<file path="config.mk">
export PLATFORM = sky130hd
export DESIGN_NAME = rit_top
export DESIGN_NICKNAME = d
export VERILOG_FILES = /design/src/hdl/rit_pkg.sv /design/src/hdl/rit_top.sv /design/src/hdl/rit_timer.sv
export SDC_FILE = /design/constraint.sdc
export NUM_CORES = 1
export LEC_CHECK = 0
export ABC_AREA = 1
export BUFFER_PORTS_ARGS = -buffer_cell sky130_fd_sc_hd__buf_4
export CORE_MARGIN = 3
export CORE_UTILIZATION = 50
export CTS_CLUSTER_DIAMETER = 30
export DETAILED_ROUTE_END_ITERATION = 6
export PLACE_DENSITY = 0.66
export SLEW_MARGIN = 15
export SYNTH_ARGS = -nofsm -noshare
export SYNTH_HDL_FRONTEND = slang
export SYNTH_SLANG_ARGS = --single-unit
export TNS_END_PERCENT = 50
</file>
<file path="constraint.sdc">
create_clock -name clk_i -period 3.2 [get_ports clk_i]
set_input_delay 0.64 -clock clk_i [delete_from_list [all_inputs] [get_ports clk_i]]
set_output_delay 0.64 -clock clk_i [all_outputs]
set_load 0.02 [all_outputs]
</file>
<file path="src/hdl/rit_pkg.sv">
package rit_pkg;

    // bus and memory geometry
    localparam int ADDR_W = 7;
    localparam int DATA_W = 8;
    localparam int RAM_DEPTH = 128;
    localparam int PRESC_W = 10;

    // address line positions used by the decoder
    localparam int A_TIMER_SEL = 2;
    localparam int A_TIRQ_EN = 3;
    localparam int A_TIMER_WR = 4;
    localparam int A_EDGE_EN = 1;
    localparam int A_EDGE_POS = 0;
    localparam int A_IFR_SEL = 0;

    // port register select on address lines 1..0
    localparam logic [1:0] REG_PORTA_OUT = 2'h0;
    localparam logic [1:0] REG_PORTA_DIR = 2'h1;
    localparam logic [1:0] REG_PORTB_OUT = 2'h2;
    localparam logic [1:0] REG_PORTB_DIR = 2'h3;

    // prescale select on address lines 1..0
    localparam logic [1:0] PRE_DIV1 = 2'h0;
    localparam logic [1:0] PRE_DIV8 = 2'h1;
    localparam logic [1:0] PRE_DIV64 = 2'h2;
    localparam logic [1:0] PRE_DIV1024 = 2'h3;

    // last prescaler count of each interval
    localparam logic [9:0] PRESC_LIM1 = 10'h000;
    localparam logic [9:0] PRESC_LIM8 = 10'h007;
    localparam logic [9:0] PRESC_LIM64 = 10'h03F;
    localparam logic [9:0] PRESC_LIM1024 = 10'h3FF;

    // interrupt flag register layout
    localparam int IFR_TIMER_BIT = 7;
    localparam int IFR_EDGE_BIT = 6;

    // reset values
    localparam logic [7:0] PORT_RST = 8'h00;
    localparam logic [7:0] TIMER_RST = 8'hFF;
    localparam logic [1:0] PRESC_RST = 2'h3;
    localparam logic [9:0] PRESC_CNT_RST = 10'h000;

    // target of a bus cycle
    typedef enum logic [1:0] {
        RIT_SEL_NONE = 2'b00,
        RIT_SEL_RAM = 2'b01,
        RIT_SEL_PORT = 2'b10,
        RIT_SEL_TIMER = 2'b11
    } rit_sel_e;

    // one decoded bus cycle
    typedef struct packed {
        rit_sel_e sel;
        logic rd;
        logic wr;
        logic [ADDR_W-1:0] addr;
    } rit_acc_s;

    // prescaler terminal count for a select code
    function automatic logic [9:0] presc_limit(input logic [1:0] sel);
        logic [9:0] lim;
        lim = PRESC_LIM1;
        if (sel == PRE_DIV8)
            lim = PRESC_LIM8;
        else if (sel == PRE_DIV64)
            lim = PRESC_LIM64;
        else if (sel == PRE_DIV1024)
            lim = PRESC_LIM1024;
        return lim;
    endfunction

endpackage

</file>
<file path="src/hdl/rit_top.sv">
// Behaviour
// RULE1: reset zeroes both direction and both output registers; all port pins input.
// RULE2: during reset the data bus is not driven and interrupts are off.
// RULE3: the host holds reset low for at least one clock period.
// RULE4: read/write high reads the selected location, low writes it.
// RULE5: interrupt request is open drain, pulled low only for an enabled interrupt.
// RULE6: interrupt sources are a port A top bit edge and timer expiry.
// RULE7: data bus is driven only for a read addressed to this block.
// RULE8: direction bit 1 makes a pin output carrying its output register bit.
// RULE9: port A data read returns the pin levels, even for outputs.
// RULE10: port B data read returns the stored output register.
// RULE11: a 128 byte RAM is selected by address, RAM select and chip selects.
// RULE12: timer write loads the count and picks prescale 1, 8, 64 or 1024.
// RULE13: every timer read or write latches address line three as timer enable.
// RULE14: timeout sets interrupt flag bit 7 regardless of the enable.
// RULE15: timer read or write clears the flag, but not in the timeout cycle.
// RULE16: before timeout a read gives intervals left, one step per interval.
// RULE17: from zero the next step raises the timeout and wraps to all ones.
// RULE18: after timeout the count drops every clock, reading negated elapsed time.
// RULE19: sixteen pins in two byte ports; port A top pin is an interrupt input.
// RULE20: RAM select low picks RAM; else address two picks timer or ports.
// RULE21: reading the flag register clears the edge flag held in bit 6.
// RULE22: reset disables the edge interrupt, picks falling edge, edge may still flag.
// RULE23: a timer write restarts the prescaler; timeout after count times prescale plus one.
`timescale 1ns/1ps
module rit_top #(
    parameter int RAM_DEPTH = rit_pkg::RAM_DEPTH
) (
    input wire logic clk_i,
    input wire logic rst_n_i,
    input wire logic rw_i,
    input wire logic [rit_pkg::ADDR_W-1:0] addr_i,
    input wire logic ram_io_select_n_i,
    input wire logic chip_select_hi_i,
    input wire logic chip_select_lo_n_i,
    input wire logic [7:0] data_i,
    output logic [7:0] data_o,
    output logic data_oe_o,
    output logic irq_o,
    output logic irq_oe_o,
    input wire logic [7:0] porta_pins_i,
    output logic [7:0] porta_pins_o,
    output logic [7:0] porta_oe_o,
    output logic [7:0] portb_pins_o,
    output logic [7:0] portb_oe_o
);
    logic [7:0] mem [RAM_DEPTH];
    logic [7:0] port_a_direction_r;
    logic [7:0] port_b_direction_r;
    logic [7:0] port_a_output_r;
    logic [7:0] port_b_output_r;
    logic timer_irq_enable_r;
    logic edge_irq_enable_r;
    logic edge_pos_r;
    logic edge_flag_r;
    logic porta_top_prev_r;
    logic [7:0] data_r;
    logic data_oe_r;
    logic [7:0] rd_val;
    logic [7:0] interrupt_flag_reg;
    logic [7:0] timer_count;
    logic timer_flag;
    logic timer_timeout;
    rit_pkg::rit_acc_s acc;

    wire logic chip_en;
    wire logic port_acc;
    wire logic timer_area;
    wire logic timer_wr;
    wire logic timer_rd;
    wire logic timer_access;
    wire logic edge_ctl_wr;
    wire logic ifr_rd;
    wire logic rd_hit;
    wire logic edge_pol_pos;
    wire logic porta_top_pin;
    wire logic edge_seen;
    wire logic irq_req;

    // chip select and area decode
    assign chip_en = chip_select_hi_i & ~chip_select_lo_n_i;  // see RULE11
    assign acc.sel = !chip_en ? rit_pkg::RIT_SEL_NONE :
                     !ram_io_select_n_i ? rit_pkg::RIT_SEL_RAM :
                     addr_i[rit_pkg::A_TIMER_SEL] ? rit_pkg::RIT_SEL_TIMER :
                     rit_pkg::RIT_SEL_PORT;                   // see RULE20
    assign acc.rd = rw_i;                                     // see RULE4
    assign acc.wr = ~rw_i;                                    // see RULE4
    assign acc.addr = addr_i;

    // register level decode for the port and timer areas
    assign port_acc = (acc.sel == rit_pkg::RIT_SEL_PORT);
    assign timer_area = (acc.sel == rit_pkg::RIT_SEL_TIMER);
    assign timer_wr = timer_area & acc.wr & acc.addr[rit_pkg::A_TIMER_WR];
    assign edge_ctl_wr = timer_area & acc.wr & ~acc.addr[rit_pkg::A_TIMER_WR];
    assign timer_rd = timer_area & acc.rd & ~acc.addr[rit_pkg::A_IFR_SEL];
    assign ifr_rd = timer_area & acc.rd & acc.addr[rit_pkg::A_IFR_SEL];
    assign timer_access = timer_wr | timer_rd;                // see RULE13, RULE15
    assign rd_hit = (acc.sel != rit_pkg::RIT_SEL_NONE) & acc.rd;  // see RULE7

    // flag register image: timer flag bit 7, edge flag bit 6
    always_comb
    begin
        interrupt_flag_reg = 8'h00;
        interrupt_flag_reg[rit_pkg::IFR_TIMER_BIT] = timer_flag;  // see RULE14
        interrupt_flag_reg[rit_pkg::IFR_EDGE_BIT] = edge_flag_r;  // see RULE21
    end

    // read data selection
    always_comb
    begin
        rd_val = 8'h00;
        if (acc.sel == rit_pkg::RIT_SEL_RAM)
            rd_val = mem[acc.addr];
        else if (port_acc && acc.addr[1:0] == rit_pkg::REG_PORTA_OUT)
            rd_val = porta_pins_i;              // see RULE9
        else if (port_acc && acc.addr[1:0] == rit_pkg::REG_PORTA_DIR)
            rd_val = port_a_direction_r;
        else if (port_acc && acc.addr[1:0] == rit_pkg::REG_PORTB_OUT)
            rd_val = port_b_output_r;           // see RULE10
        else if (port_acc && acc.addr[1:0] == rit_pkg::REG_PORTB_DIR)
            rd_val = port_b_direction_r;
        else if (timer_rd)
            rd_val = timer_count;               // see RULE16, RULE18
        else if (ifr_rd)
            rd_val = interrupt_flag_reg;
    end

    // RAM array, written on a RAM write cycle
    always_ff @(posedge clk_i)
    begin
        if (acc.sel == rit_pkg::RIT_SEL_RAM && acc.wr)
            mem[acc.addr] <= data_i;            // see RULE11
    end

    // port direction and output registers
    always_ff @(posedge clk_i)
    begin
        if (!rst_n_i)
        begin
            port_a_direction_r <= rit_pkg::PORT_RST;  // see RULE1
            port_b_direction_r <= rit_pkg::PORT_RST;
            port_a_output_r <= rit_pkg::PORT_RST;
            port_b_output_r <= rit_pkg::PORT_RST;
        end
        else if (port_acc && acc.wr)
        begin
            if (acc.addr[1:0] == rit_pkg::REG_PORTA_OUT)
                port_a_output_r <= data_i;
            if (acc.addr[1:0] == rit_pkg::REG_PORTA_DIR)
                port_a_direction_r <= data_i;
            if (acc.addr[1:0] == rit_pkg::REG_PORTB_OUT)
                port_b_output_r <= data_i;
            if (acc.addr[1:0] == rit_pkg::REG_PORTB_DIR)
                port_b_direction_r <= data_i;
        end
    end

    // interrupt enables and edge polarity
    always_ff @(posedge clk_i)
    begin
        if (!rst_n_i)
        begin
            timer_irq_enable_r <= 1'b0;         // see RULE2
            edge_irq_enable_r <= 1'b0;          // see RULE22
            edge_pos_r <= 1'b0;                 // see RULE22
        end
        else
        begin
            if (timer_access)
                timer_irq_enable_r <= acc.addr[rit_pkg::A_TIRQ_EN];  // see RULE13
            if (edge_ctl_wr)
            begin
                edge_irq_enable_r <= acc.addr[rit_pkg::A_EDGE_EN];
                edge_pos_r <= acc.addr[rit_pkg::A_EDGE_POS];
            end
        end
    end

    // top pin edge detect; reset forces falling edge, not flag clearing
    assign porta_top_pin = porta_pins_i[7];       // see RULE19
    assign edge_pol_pos = rst_n_i & edge_pos_r;
    assign edge_seen = edge_pol_pos ? (~porta_top_prev_r & porta_top_pin)
                                    : (porta_top_prev_r & ~porta_top_pin);  // see RULE6

    always_ff @(posedge clk_i)
    begin
        porta_top_prev_r <= porta_top_pin;
    end

    // edge flag: set wins over the flag register read clear
    always_ff @(posedge clk_i)
    begin
        if (!rst_n_i)
            edge_flag_r <= edge_seen;           // see RULE22
        else if (edge_seen)
            edge_flag_r <= 1'b1;
        else if (ifr_rd)
            edge_flag_r <= 1'b0;                // see RULE21
    end

    // read answer, driven in the cycle after the addressed read
    always_ff @(posedge clk_i)
    begin
        if (!rst_n_i)
        begin
            data_r <= 8'h00;
            data_oe_r <= 1'b0;                  // see RULE2
        end
        else
        begin
            data_oe_r <= rd_hit;                // see RULE7
            if (rd_hit)
                data_r <= rd_val;               // see RULE4
        end
    end

    rit_timer #(
        .COUNT_W(rit_pkg::DATA_W)
    ) u_timer (
        .clk_i(clk_i),
        .rst_n_i(rst_n_i),
        .load_i(timer_wr),
        .load_val_i(data_i),
        .presc_sel_i(acc.addr[1:0]),
        .access_i(timer_access),
        .count_o(timer_count),
        .flag_o(timer_flag),
        .timeout_o(timer_timeout)
    );

    // open drain request: pulled low only for an enabled, pending source
    assign irq_req = rst_n_i & ((timer_flag & timer_irq_enable_r)
                   | (edge_flag_r & edge_irq_enable_r));  // see RULE5, RULE6
    assign irq_o = 1'b0;
    assign irq_oe_o = irq_req;                  // see RULE5

    // data bus and port pins
    assign data_o = data_r;
    assign data_oe_o = data_oe_r & rst_n_i;     // see RULE2, RULE7
    assign porta_pins_o = port_a_output_r;      // see RULE8
    assign portb_pins_o = port_b_output_r;      // see RULE8
    assign porta_oe_o = port_a_direction_r & {8{rst_n_i}};  // see RULE1, RULE8
    assign portb_oe_o = port_b_direction_r & {8{rst_n_i}};  // see RULE1, RULE8
endmodule

</file>
<file path="src/hdl/rit_timer.sv">
`timescale 1ns/1ps
module rit_timer #(
    parameter int COUNT_W = 8
) (
    input wire logic clk_i,
    input wire logic rst_n_i,
    input wire logic load_i,
    input wire logic [COUNT_W-1:0] load_val_i,
    input wire logic [1:0] presc_sel_i,
    input wire logic access_i,
    output logic [COUNT_W-1:0] count_o,
    output logic flag_o,
    output logic timeout_o
);
    logic [rit_pkg::PRESC_W-1:0] presc_r;
    logic [COUNT_W-1:0] count_r;
    logic [1:0] sel_r;
    logic expired_r;
    logic flag_r;
    wire logic presc_end;
    wire logic at_zero;
    wire logic step;
    wire logic [COUNT_W-1:0] one_c = {{(COUNT_W-1){1'b0}}, 1'b1};

    // a step is one prescale interval, or one clock once at zero or expired
    assign presc_end = (presc_r == rit_pkg::presc_limit(sel_r));
    assign at_zero = (count_r == '0);
    assign step = presc_end | at_zero | expired_r;  // see RULE17
    assign timeout_o = step & at_zero;              // see RULE17
    assign count_o = count_r;
    assign flag_o = flag_r;

    // counter and prescaler; a load restarts the interval at the write
    always_ff @(posedge clk_i)
    begin
        if (!rst_n_i)
        begin
            count_r <= rit_pkg::TIMER_RST;
            sel_r <= rit_pkg::PRESC_RST;
            presc_r <= rit_pkg::PRESC_CNT_RST;
            expired_r <= 1'b0;
        end
        else if (load_i)
        begin
            count_r <= load_val_i;              // see RULE12
            sel_r <= presc_sel_i;               // see RULE12
            presc_r <= rit_pkg::PRESC_CNT_RST;  // see RULE23
            expired_r <= 1'b0;
        end
        else
        begin
            presc_r <= presc_end ? rit_pkg::PRESC_CNT_RST : presc_r + 10'h001;  // see RULE16
            if (step)
                count_r <= count_r - one_c;     // see RULE16, RULE17, RULE18
            if (timeout_o)
                expired_r <= 1'b1;              // see RULE18
        end
    end

    // flag: timeout sets it, any timer access clears it, set wins
    always_ff @(posedge clk_i)
    begin
        if (!rst_n_i)
            flag_r <= 1'b0;
        else if (timeout_o)
            flag_r <= 1'b1;                     // see RULE14, RULE15
        else if (access_i)
            flag_r <= 1'b0;                     // see RULE15
    end
endmodule

</file>
Word-level counts from Yosys, hierarchy flattened --
Memory sizes are Yosys's and may differ from the RTL's. Index checks and enable logic that the tools add are counted.
Storage, ports and cells: memories kept 1, output and inout port bits 43, input port bits 29, memory bits (writable) 1024, logic and storage cells 99, register bits after elaboration 68
Cells by class: add/sub/neg operators 2, bitwise operators 29, muxes and demuxes 23, reduce and logical (&&, ||, !) cells 17, eq/ne operators 11
Memory list:
- mem | depth 128, width 8, read ports 1, clocked after Yosys merged registers in 0, write ports 1, line rit_top.sv:47 | logic [7:0] mem [RAM_DEPTH];
Operator list (count):
- $mux 8 | 9
- $mux 10 | 3
- $and 1x1->1 | 16
- $and 8x8->8 | 2
- $eq 2x2->1 const B | 6
- $add 10x1->10 const B | 1
- $eq 10x10->1 | 1
- $mux 1 | 9
- $logic_not 8->1 | 1
- $reduce_and 2->1 | 4
- $sub 8x1->8 const B | 1
- $not 1->1 | 7
- $eq 2x1->1 const B | 3
- $logic_and 1x1->1 | 6
- $reduce_bool 2->1 | 3
- $mux 2 | 2
- $or 1x1->1 | 4
- $ne 3x1->1 const B | 1
- $reduce_or 3->1 | 1
- $logic_not 2->1 | 1
- $reduce_or 2->1 | 1

Longest topological paths before layout --
Gate-level depths: netlist (run 1).
depth after elaboration 13, mapped depth 16

By module --
Synthesis (run 1) repeated with hierarchy kept, for this count alone.
Second synthesis, totals: cell total of the unflattened synthesis 4028, area, all modules 44386.3 um^2
Modules (own cells, without submodules):
- rit_top | instances 1, cells an instance 3835, seq. area each 31680.4 um^2, area each 43082.6 um^2
- rit_timer | instances 1, cells an instance 193, seq. area each 440.4 um^2, area each 1303.8 um^2

Worst setup path before layout (run 1) --
Ideal clock, no wire load.
path type input to register, start point in addr_i[2] (netlist name), end point mem mem[104][0] (enable), arrival 2156 ps, stages 6, library setup time 370 ps, required time 2830 ps, path slack 673 ps, cells stage by stage inv_2 -> clkbuf_1 -> clkbuf_1 -> nand3_1 -> clkbuf_1 -> nor2_1
Between the ends: longest elaborated chain between the ends 7
Ends and longest elaborated chain:
- from (decl) | line rit_top.sv:32 | input wire logic [rit_pkg::ADDR_W-1:0] addr_i,
- $mux 1 | line rit_top.sv:84 | addr_i[rit_pkg::A_TIMER_SEL] ? rit_pkg::RIT_SEL_TIMER :
- $mux 2 | line rit_top.sv:83 | !ram_io_select_n_i ? rit_pkg::RIT_SEL_RAM :
- $mux 2 | line rit_top.sv:82 | assign acc.sel = !chip_en ? rit_pkg::RIT_SEL_NONE :
- $eq 2x1->1 | line rit_top.sv:131 | if (acc.sel == rit_pkg::RIT_SEL_RAM && acc.wr)
- $logic_and 1x1->1 | line rit_top.sv:131
- $mux 1 | line rit_top.sv:131
- $mux 1 (not written as such) | line rit_top.sv:132 | mem[acc.addr] <= data_i;
- to (decl) | line rit_top.sv:47
Several ways; a longest one is shown, not always the timed one.

Worst setup path in the final report (run 1) --
start point in addr_i[0] (netlist name), end point reg data_r[2], in the netlist data_o[2]
Between the ends: longest elaborated chain between the ends 8, elaborated cells on any way between the ends 17, those cells by class eq/ne: 3; mux: 6; bitwise: 2; reduce/logical: 5; memory: 1
Ends and longest elaborated chain:
- parallel branches: the longest is 7 deep, another holds $mem_v2 128x8
- $mux 8 (*) | line rit_top.sv:112 | if (acc.sel == rit_pkg::RIT_SEL_RAM)
- to (signal assigned) | line rit_top.sv:213 | data_r <= rd_val;
- to (decl) | line rit_top.sv:57 | logic [7:0] data_r;
Mark *: on every way between the ends. A chain may end at the register's enable or synchronous reset.

==> results.py, run 1 <==
metrics = {
    "outcome": {
        "status": "complete, no violations",
    },
    "timing": {
        "finalHoldViolCount": 0,
        "final.period_utilization": 0.764,
        "grt_setup_unrepaired": "no",
        "max_freq_ghz": 0.409,
        "tightest_slew_ns": 0.841,
        "slew_headroom": 0.440,
        "finalSetupTns_ns": 0,
        "layout_min_cycle_time_ns": 2.45,
        "fin_skew_ns": 0.0310,
        "final-max-slew-violation-count": 0,
        "setup_violations": 0,
    },
    "logic_synthesis": {
        "synthArstFlopShare": 0,
        "syn_area_sq_um": 44800,
        "avgSynthCellArea_sq_um": 10.8,
        "synth-edff-count": 1025,
        "synthTopCellsByArea": "edfxtp_1 (69%), nand2_1 (16%), dfxtp_1 (3.0%), nor2_1 (2.3%), nand3_1 (2.1%)",
        "synth_commonest_cells": "nand2_1 (1909), edfxtp_1 (1025), nor2_1 (271)",
        "synth_nets": 4167,
        "ys_seq_area_frac": 0.717,
        "synth.distinct_cells": 40,
        "postSynthCellCount": 4135,
        "yosys_most_used_dff": "edfxtp_1",
        "yosysWarnings": 0,
        "synth_top_area_frac": 0.687,
        "netlist.top_cell.by_area": "edfxtp_1",
        "ys_seq_elements": 1092,
        "synth.most_common_cell": "nand2_1",
    },
    "pwr": {
        "p_leak_nw": 21.7,
        "power_mw": 38.7,
        "power.density_nw_per_um2": 699,
        "ir_drop_mv": 0.507,
    },
    "final_layout": {
        "fin_nets": 4509,
        "drive_above_1_share": 0.151,
        "fill_cells": 6785,
        "syn_to_final_growth_pct": 23.6,
        "utilization": 0.624,
        "layout.cells.non_filler": 5811,
    },
    "floorplan": {
        "row_count": 109,
        "io_pins": 72,
        "die-area_sq_um": 93200,
        "die_w_um": 305,
        "start_util": 0.505,
        "core_sq_um": 88600,
        "dieHeight_um": 305,
    },
    "cts": {
        "post-cts-setup-buffers": 0,
        "cts.sinks": 1092,
        "clk_pin_slew_ns": 0.05,
        "htree_levels": 4,
        "numCtsBuffers": 196,
        "cts_tree": "yes",
        "cts_root_buffer": "clkbuf_16",
        "clk_latency_ns": 0.77,
        "cts_buffer_depth": 3,
    },
    "place": {
        "dp_hpwl_um": 76300,
        "routabilityCongestion": 0.882,
        "io_buffers": 70,
        "post-place-cells": 5443,
    },
    "setup_path": {
        "cp_slowest_stage_delay_ns": 0.38,
        "critical_path.slowest_cell": "nand3_1",
        "critPathLaunchType": "input pin",
        "cp-end-kind": "register",
        "worst-path-buf-inv": 5,
        "critPathTopFamily": "simple AND/OR/NAND/NOR gates",
        "arrival_ns": 3.07,
        "path_max_fanout": 31,
        "required_ns": 3.82,
        "cp_cell_sequence": "buf_8, inv_8, buf_12, buf_12, buf_4, nand2_1, nand2_1, nand2_1, nand2_1, nand2_1, nand2_1, nand2_1, nand2_1, o21ai_0, nand3_1, o21ai_1, a21oi_1",
        "crit_type": "input pin to register",
        "cpMostUsedCell": "nand2_1",
    },
    "grt": {
        "grt_usage": 0.274,
        "grt_pass1_wl_um": 193000,
        "antenna_found_initial": 2,
        "first_global_vias": 31542,
        "grt_max_degree": 87,
        "gr-total-overflow": 0,
    },
    "detailed_routing": {
        "drtPass1Iterations": 6,
        "drt-initial-drc-count": 3721,
        "via_count": 32286,
        "vias_per_cell": 5.56,
        "wl_per_cell_um": 22.0,
        "wl_um": 128000,
        "drc": 0,
        "ant_nets": 0,
    },
    "min_path": {
        "hp-class": "input pin to register",
    },
    "run": {
        "maxCapViolations": 0,
    },
}
-- tightest hold or removal path, delay by kind of cell --
kind,cells,cell delay [ns]
buf+inv,1,0.16
simple gates,2,0.15
-- layout by cell type (no fill, tap or decap), types with 7 or more instances in the layout --
master         n
edfxtp_1    1025
buf_4        306
nand4_1      107
clkinv_1      27
nor3_1         7
nor2_1       268
clkinv_4      10
inv_1         97
o21ai_0       66
buf_12        45
nand3_1      186
clkbuf_1      15
xor2_1         8
a31oi_1        7
clkbuf_16    201
dfxtp_1       67
clkinvlp_4    20
a21oi_1      120
clkinv_2      39
inv_6         13
bufinv_16     30
nand2_1     1909
-- layer usage --
layer / GRT usage / up-vias / share of wire
li1: - / 14723 / -
met1: 0.377 / 15496 / 0.40
met2: 0.437 / 1779 / 0.47
met3: 0.0501 / 288 / 0.099
met4: 0.107 / 0 / 0.034
met5: 0 / - / 0
-- through the flow --
stage	cell area (sq um)	worst slack (ns)	hold WS [ns]
after floorplan	44800	0.673	0.430
after global placement	48500	0.0862	0.443
after detailed placement	48500	0.0303	0.455
after CTS	55300	0.817	0.203
after global routing	55300	0.663	0.249
final	55300	0.754	0.240
-- cells by family after synthesis --
| group | after synthesis | synth area share |
|---|---|---|
| xor gates and xnor gates | 9 | 0.00176 |
| and+or+nand+nor | 2498 | 0.222 |
| AOI/OAI and AO/OA | 216 | 0.0253 |
| other | 1 | 0.0000838 |
| adders and majority gates | 3 | 0.000838 |
| buffers and inverters | 316 | 0.0321 |
| DFF | 1092 | 0.717 |
-- registers in the layout, summed over array words and instances, names as in the netlist, 2 cells and up --
| name | count |
|---|---|
| port_a_direction_r | 8 |
| data_o | 8 |
| u_timer.sel_r | 2 |
| portb_pins_o | 8 |
| port_b_direction_r | 8 |
| u_timer.presc_r | 10 |
| u_timer.count_o | 8 |
| porta_pins_o | 8 |
| mem | 1024 |
-- timing repair --
item	in CTS	in global routing
hold buffers	1	0
hold endpoints to repair	1	0
resized for setup	0	0
endpoints found under the setup margin	0	0
-- area by class of cell --
class                   count  area, sq um  share of cell area
diodes                      1         2.50           0.0000452
flip-flops and latches   1092        32100               0.580
inverters                 106          414             0.00748
well taps                1165         1460              0.0263
clock inverters           148         1750              0.0316
multi-input cells        2727        11200               0.203
repair buffers            354         3230              0.0584
clock buffers             218         5110              0.0924
-- where the power goes --
part / switching (mW) / leakage, nW / internal, mW / total (mW)
Sequential: 0.0106 / 9.75 / 15.7 / 15.7
Combinational: 1.33 / 8.63 / 0.483 / 1.81
Clock: 7.23 / 3.32 / 14.0 / 21.2
-- final timing paths --
kind	from	to	slack (ns)	cells after the start
max	addr_i[0]	data_o[2]	0.75	17
min reg2reg	u_timer.presc_r[0]	u_timer.presc_r[0]	0.46	1
min	addr_i[3]	timer_irq_enable_r	0.24	3
max reg2reg	mem[28][1]	data_o[1]	1.04	12
No activity file was read; power rests on OpenSTA's default activity.
==> run 2, diff against run 1 <==
--- a/config.mk
+++ b/config.mk
@@ -11,7 +11,7 @@
 export CORE_UTILIZATION = 50
 export CTS_CLUSTER_DIAMETER = 30
 export DETAILED_ROUTE_END_ITERATION = 6
-export PLACE_DENSITY = 0.66
+export PLACE_DENSITY = 0.68
 export SLEW_MARGIN = 15
 export SYNTH_ARGS = -nofsm -noshare
 export SYNTH_HDL_FRONTEND = slang
==> constraint.sdc (replaced) <==
create_clock -name clk_i -period 2.1 [get_ports clk_i]
set_input_delay 0.42 -clock clk_i [delete_from_list [all_inputs] [get_ports clk_i]]
set_output_delay 0.42 -clock clk_i [all_outputs]
set_load 0.02 [all_outputs]
==> run 2 against run 1 <==
Clock skew down 0.00083 ns. Die area unchanged. Critical path depth down 1. Combinational power up 72%. Sequential cell count unchanged. First-iteration DRC count up 7.9%. The run now ends with setup timing left. Critical path type unchanged. Final cell count up 2.7%. Design area up 3.8%. Via count up 3.5%.
==> results.py, run 2 (same netlist as run 1, synthesis figures left out) <==
metrics = {
    "grt": {
        "grt_use_met3": 0.0599,
        "top_usage_layer": "met2",
        "antenna_found_initial": 1,
        "grt_usage": 0.282,
        "use_met2": 0.449,
        "grt_max_degree": 84,
        "grt_pass1_wl_um": 198000,
        "grt.met1_usage": 0.378,
        "gr-total-overflow": 0,
        "first_global_vias": 32682,
    },
    "cts": {
        "clk_latency_ns": 0.77,
        "cts_buffer_depth": 3,
        "cts.sinks": 1092,
        "post-cts-setup-buffers": 0,
        "htree_levels": 4,
        "cts_root_buffer": "clkbuf_16",
        "numCtsBuffers": 184,
        "clk_pin_slew_ns": 0.05,
        "cts_tree": "yes",
    },
    "final_layout": {
        "top_register": "mem",
        "multi_input_area_sq_um": 11600,
        "reg_top3": "mem (1024), u_timer.presc_r (10)",
        "syn_to_final_growth_pct": 28.2,
        "largest_reg_flops": 1024,
        "diodes": 0,
        "fin_nets": 4680,
        "drive_above_1_share": 0.194,
        "seq_area_sq_um": 32100,
        "layout_common_cells": "nand2_1 (1906), edfxtp_1 (1025), buf_4 (419)",
        "layout_commonest_cell": "nand2_1",
        "fill_cells": 6453,
    },
    "floorplan": {
        "dieHeight_um": 305,
        "die-area_sq_um": 93200,
        "start_util": 0.505,
        "io_pins": 72,
        "die_w_um": 305,
        "core_sq_um": 88600,
        "row_count": 109,
    },
    "pwr": {
        "power.density_nw_per_um2": 997,
        "power_mw": 57.3,
        "p_leak_nw": 22.6,
        "ir_drop_mv": 1.07,
    },
    "min_path": {
        "hp-class": "input pin to register",
        "hp-start": "rst_n_i",
        "min_to": "portb_pins_o[3]",
        "hold_path_depth": 3,
    },
    "detailed_routing": {
        "vias_per_cell": 5.60,
        "drtPass1Iterations": 6,
        "via_count": 33414,
        "ant_nets": 0,
        "wl_um": 132000,
        "wl_per_cell_um": 22.0,
        "drt-initial-drc-count": 4016,
        "drc": 0,
    },
    "setup_path": {
        "critical_path.slowest_cell": "dlygate4sd3_1",
        "critPathLaunchType": "input pin",
        "cp_cell_sequence": "dlygate4sd3_1, buf_4, nand2_1, inv_2, buf_12, buf_12, nand2_1, nand2_1, nand2_1, nand2_1, nor2_1, nor2_1, nor2_1, nand3_1, nand2_1, a21oi_1",
        "r2r_cells": 11,
        "path_max_fanout": 20,
        "timing.rr.end": "data_o[3]",
        "cp-end-kind": "register",
        "crit_type": "input pin to register",
        "cpMostUsedCell": "nand2_1",
        "r2r_setup_slack_ns": 0.17,
        "arrival_ns": 2.85,
        "cp_slowest_stage_delay_ns": 0.52,
        "required_ns": 2.79,
        "reg2reg_from": "mem[123][3]",
    },
    "timing": {
        "tightest_slew_ns": 0.743,
        "setup_ws_ns": -0.0631,
        "final-max-slew-violation-count": 0,
        "whs_ns": 0.0654,
        "max_freq_ghz": 0.462,
        "fin_skew_ns": 0.0301,
        "final.period_utilization": 1.03,
        "slew_headroom": 0.505,
        "grt_setup_unrepaired": "yes",
        "setup_violations": 1,
        "finalHoldViolCount": 0,
        "layout_min_cycle_time_ns": 2.16,
    },
    "outcome": {
        "status": "finished with violations",
        "violations": "setup timing",
    },
    "place": {
        "io_buffers": 70,
        "routabilityCongestion": 0.905,
        "dp_hpwl_um": 83900,
    },
    "run": {
        "maxCapViolations": 0,
    },
}
[run 2: cell types whose count changed in the layout (fill, tap and decap cells not counted), moves of 6 or more]
cell | before | now
clkinv_2 | 39 | 26
nor2_1 | 268 | 199
nor2_2 | 3 | 37
buf_12 | 45 | 113
inv_6 | 13 | 19
buf_4 | 306 | 419
clkbuf_16 | 201 | 188
nor2_4 | 6 | 41
bufinv_16 | 30 | 24
[run 2: worst max-delay path: cells and delay by family]
kind / cells / cell delay (ns)
buffers and inverters: 5 / 1.15
AO/OA/AOI/OAI: 1 / 0.12
AND/OR/NAND/NOR: 10 / 1.13
[run 2: cell type report]
cell class | instances | share of cell area
flip-flops and latches | 1092 | 0.559
multi-input cells | 2727 | 0.202
repair buffers | 537 | 0.0952
clock buffers | 207 | 0.0835
clock inverters | 135 | 0.0269
well taps | 1165 | 0.0254
inverters | 106 | 0.00721
[run 2: worst max path at each step]
stage                startpoint    endpoint  slack (ns)
6_report              addr_i[3]   data_o[4]       -0.06
4_1_cts               addr_i[4]   data_o[0]        0.02
5_1_grt               addr_i[3]   data_o[4]       -0.03
2_1_floorplan  chip_select_hi_i  mem[50][0]       -0.14
3_3_place_gp          addr_i[1]   data_o[1]       -0.68
3_5_place_dp          addr_i[0]   data_o[1]       -0.66
[run 2: per-stage QoR]
step / utilization / std cells / instance area (sq um) / setup slack (ns) / setup TNS (ns)
2_1_floorplan: - / 4135 / 45100 / -0.140 / -58.70
3_3_place_gp: 0.576 / 5624 / 51000 / -0.678 / -159.05
3_5_place_dp: 0.576 / 5624 / 51000 / -0.664 / -181.52
4_1_cts: 0.647 / 5969 / 57400 / 0.0173 / 0
5_1_grt: 0.648 / 5969 / 57400 / -0.0335 / -0.0335
6_report: 0.648 / 5969 / 57400 / -0.0631 / -0.0631
[run 2: repair_timing]
action / 4_1_cts / 5_1_grt
gates resized for setup: 1 / 11
setup endpoints to repair: 1 / 7
hold endpoints to repair: 3 / 0
hold buffers: 3 / 0
gates cloned: 0 / 0
[run 2: report_power, final]
part / switching [mW] / internal [mW] / total, mW
clock network: 10.8 / 19.5 / 30.3
registers: 0.0188 / 23.8 / 23.9
logic: 2.12 / 0.995 / 3.11
[run 2: layer usage]
metal / up-vias / wire length (um)
met5: - / 13
met4: 2 / 5330
met3: 372 / 13200
met2: 1865 / 61900
met1: 16103 / 51200
li1: 15072 / -
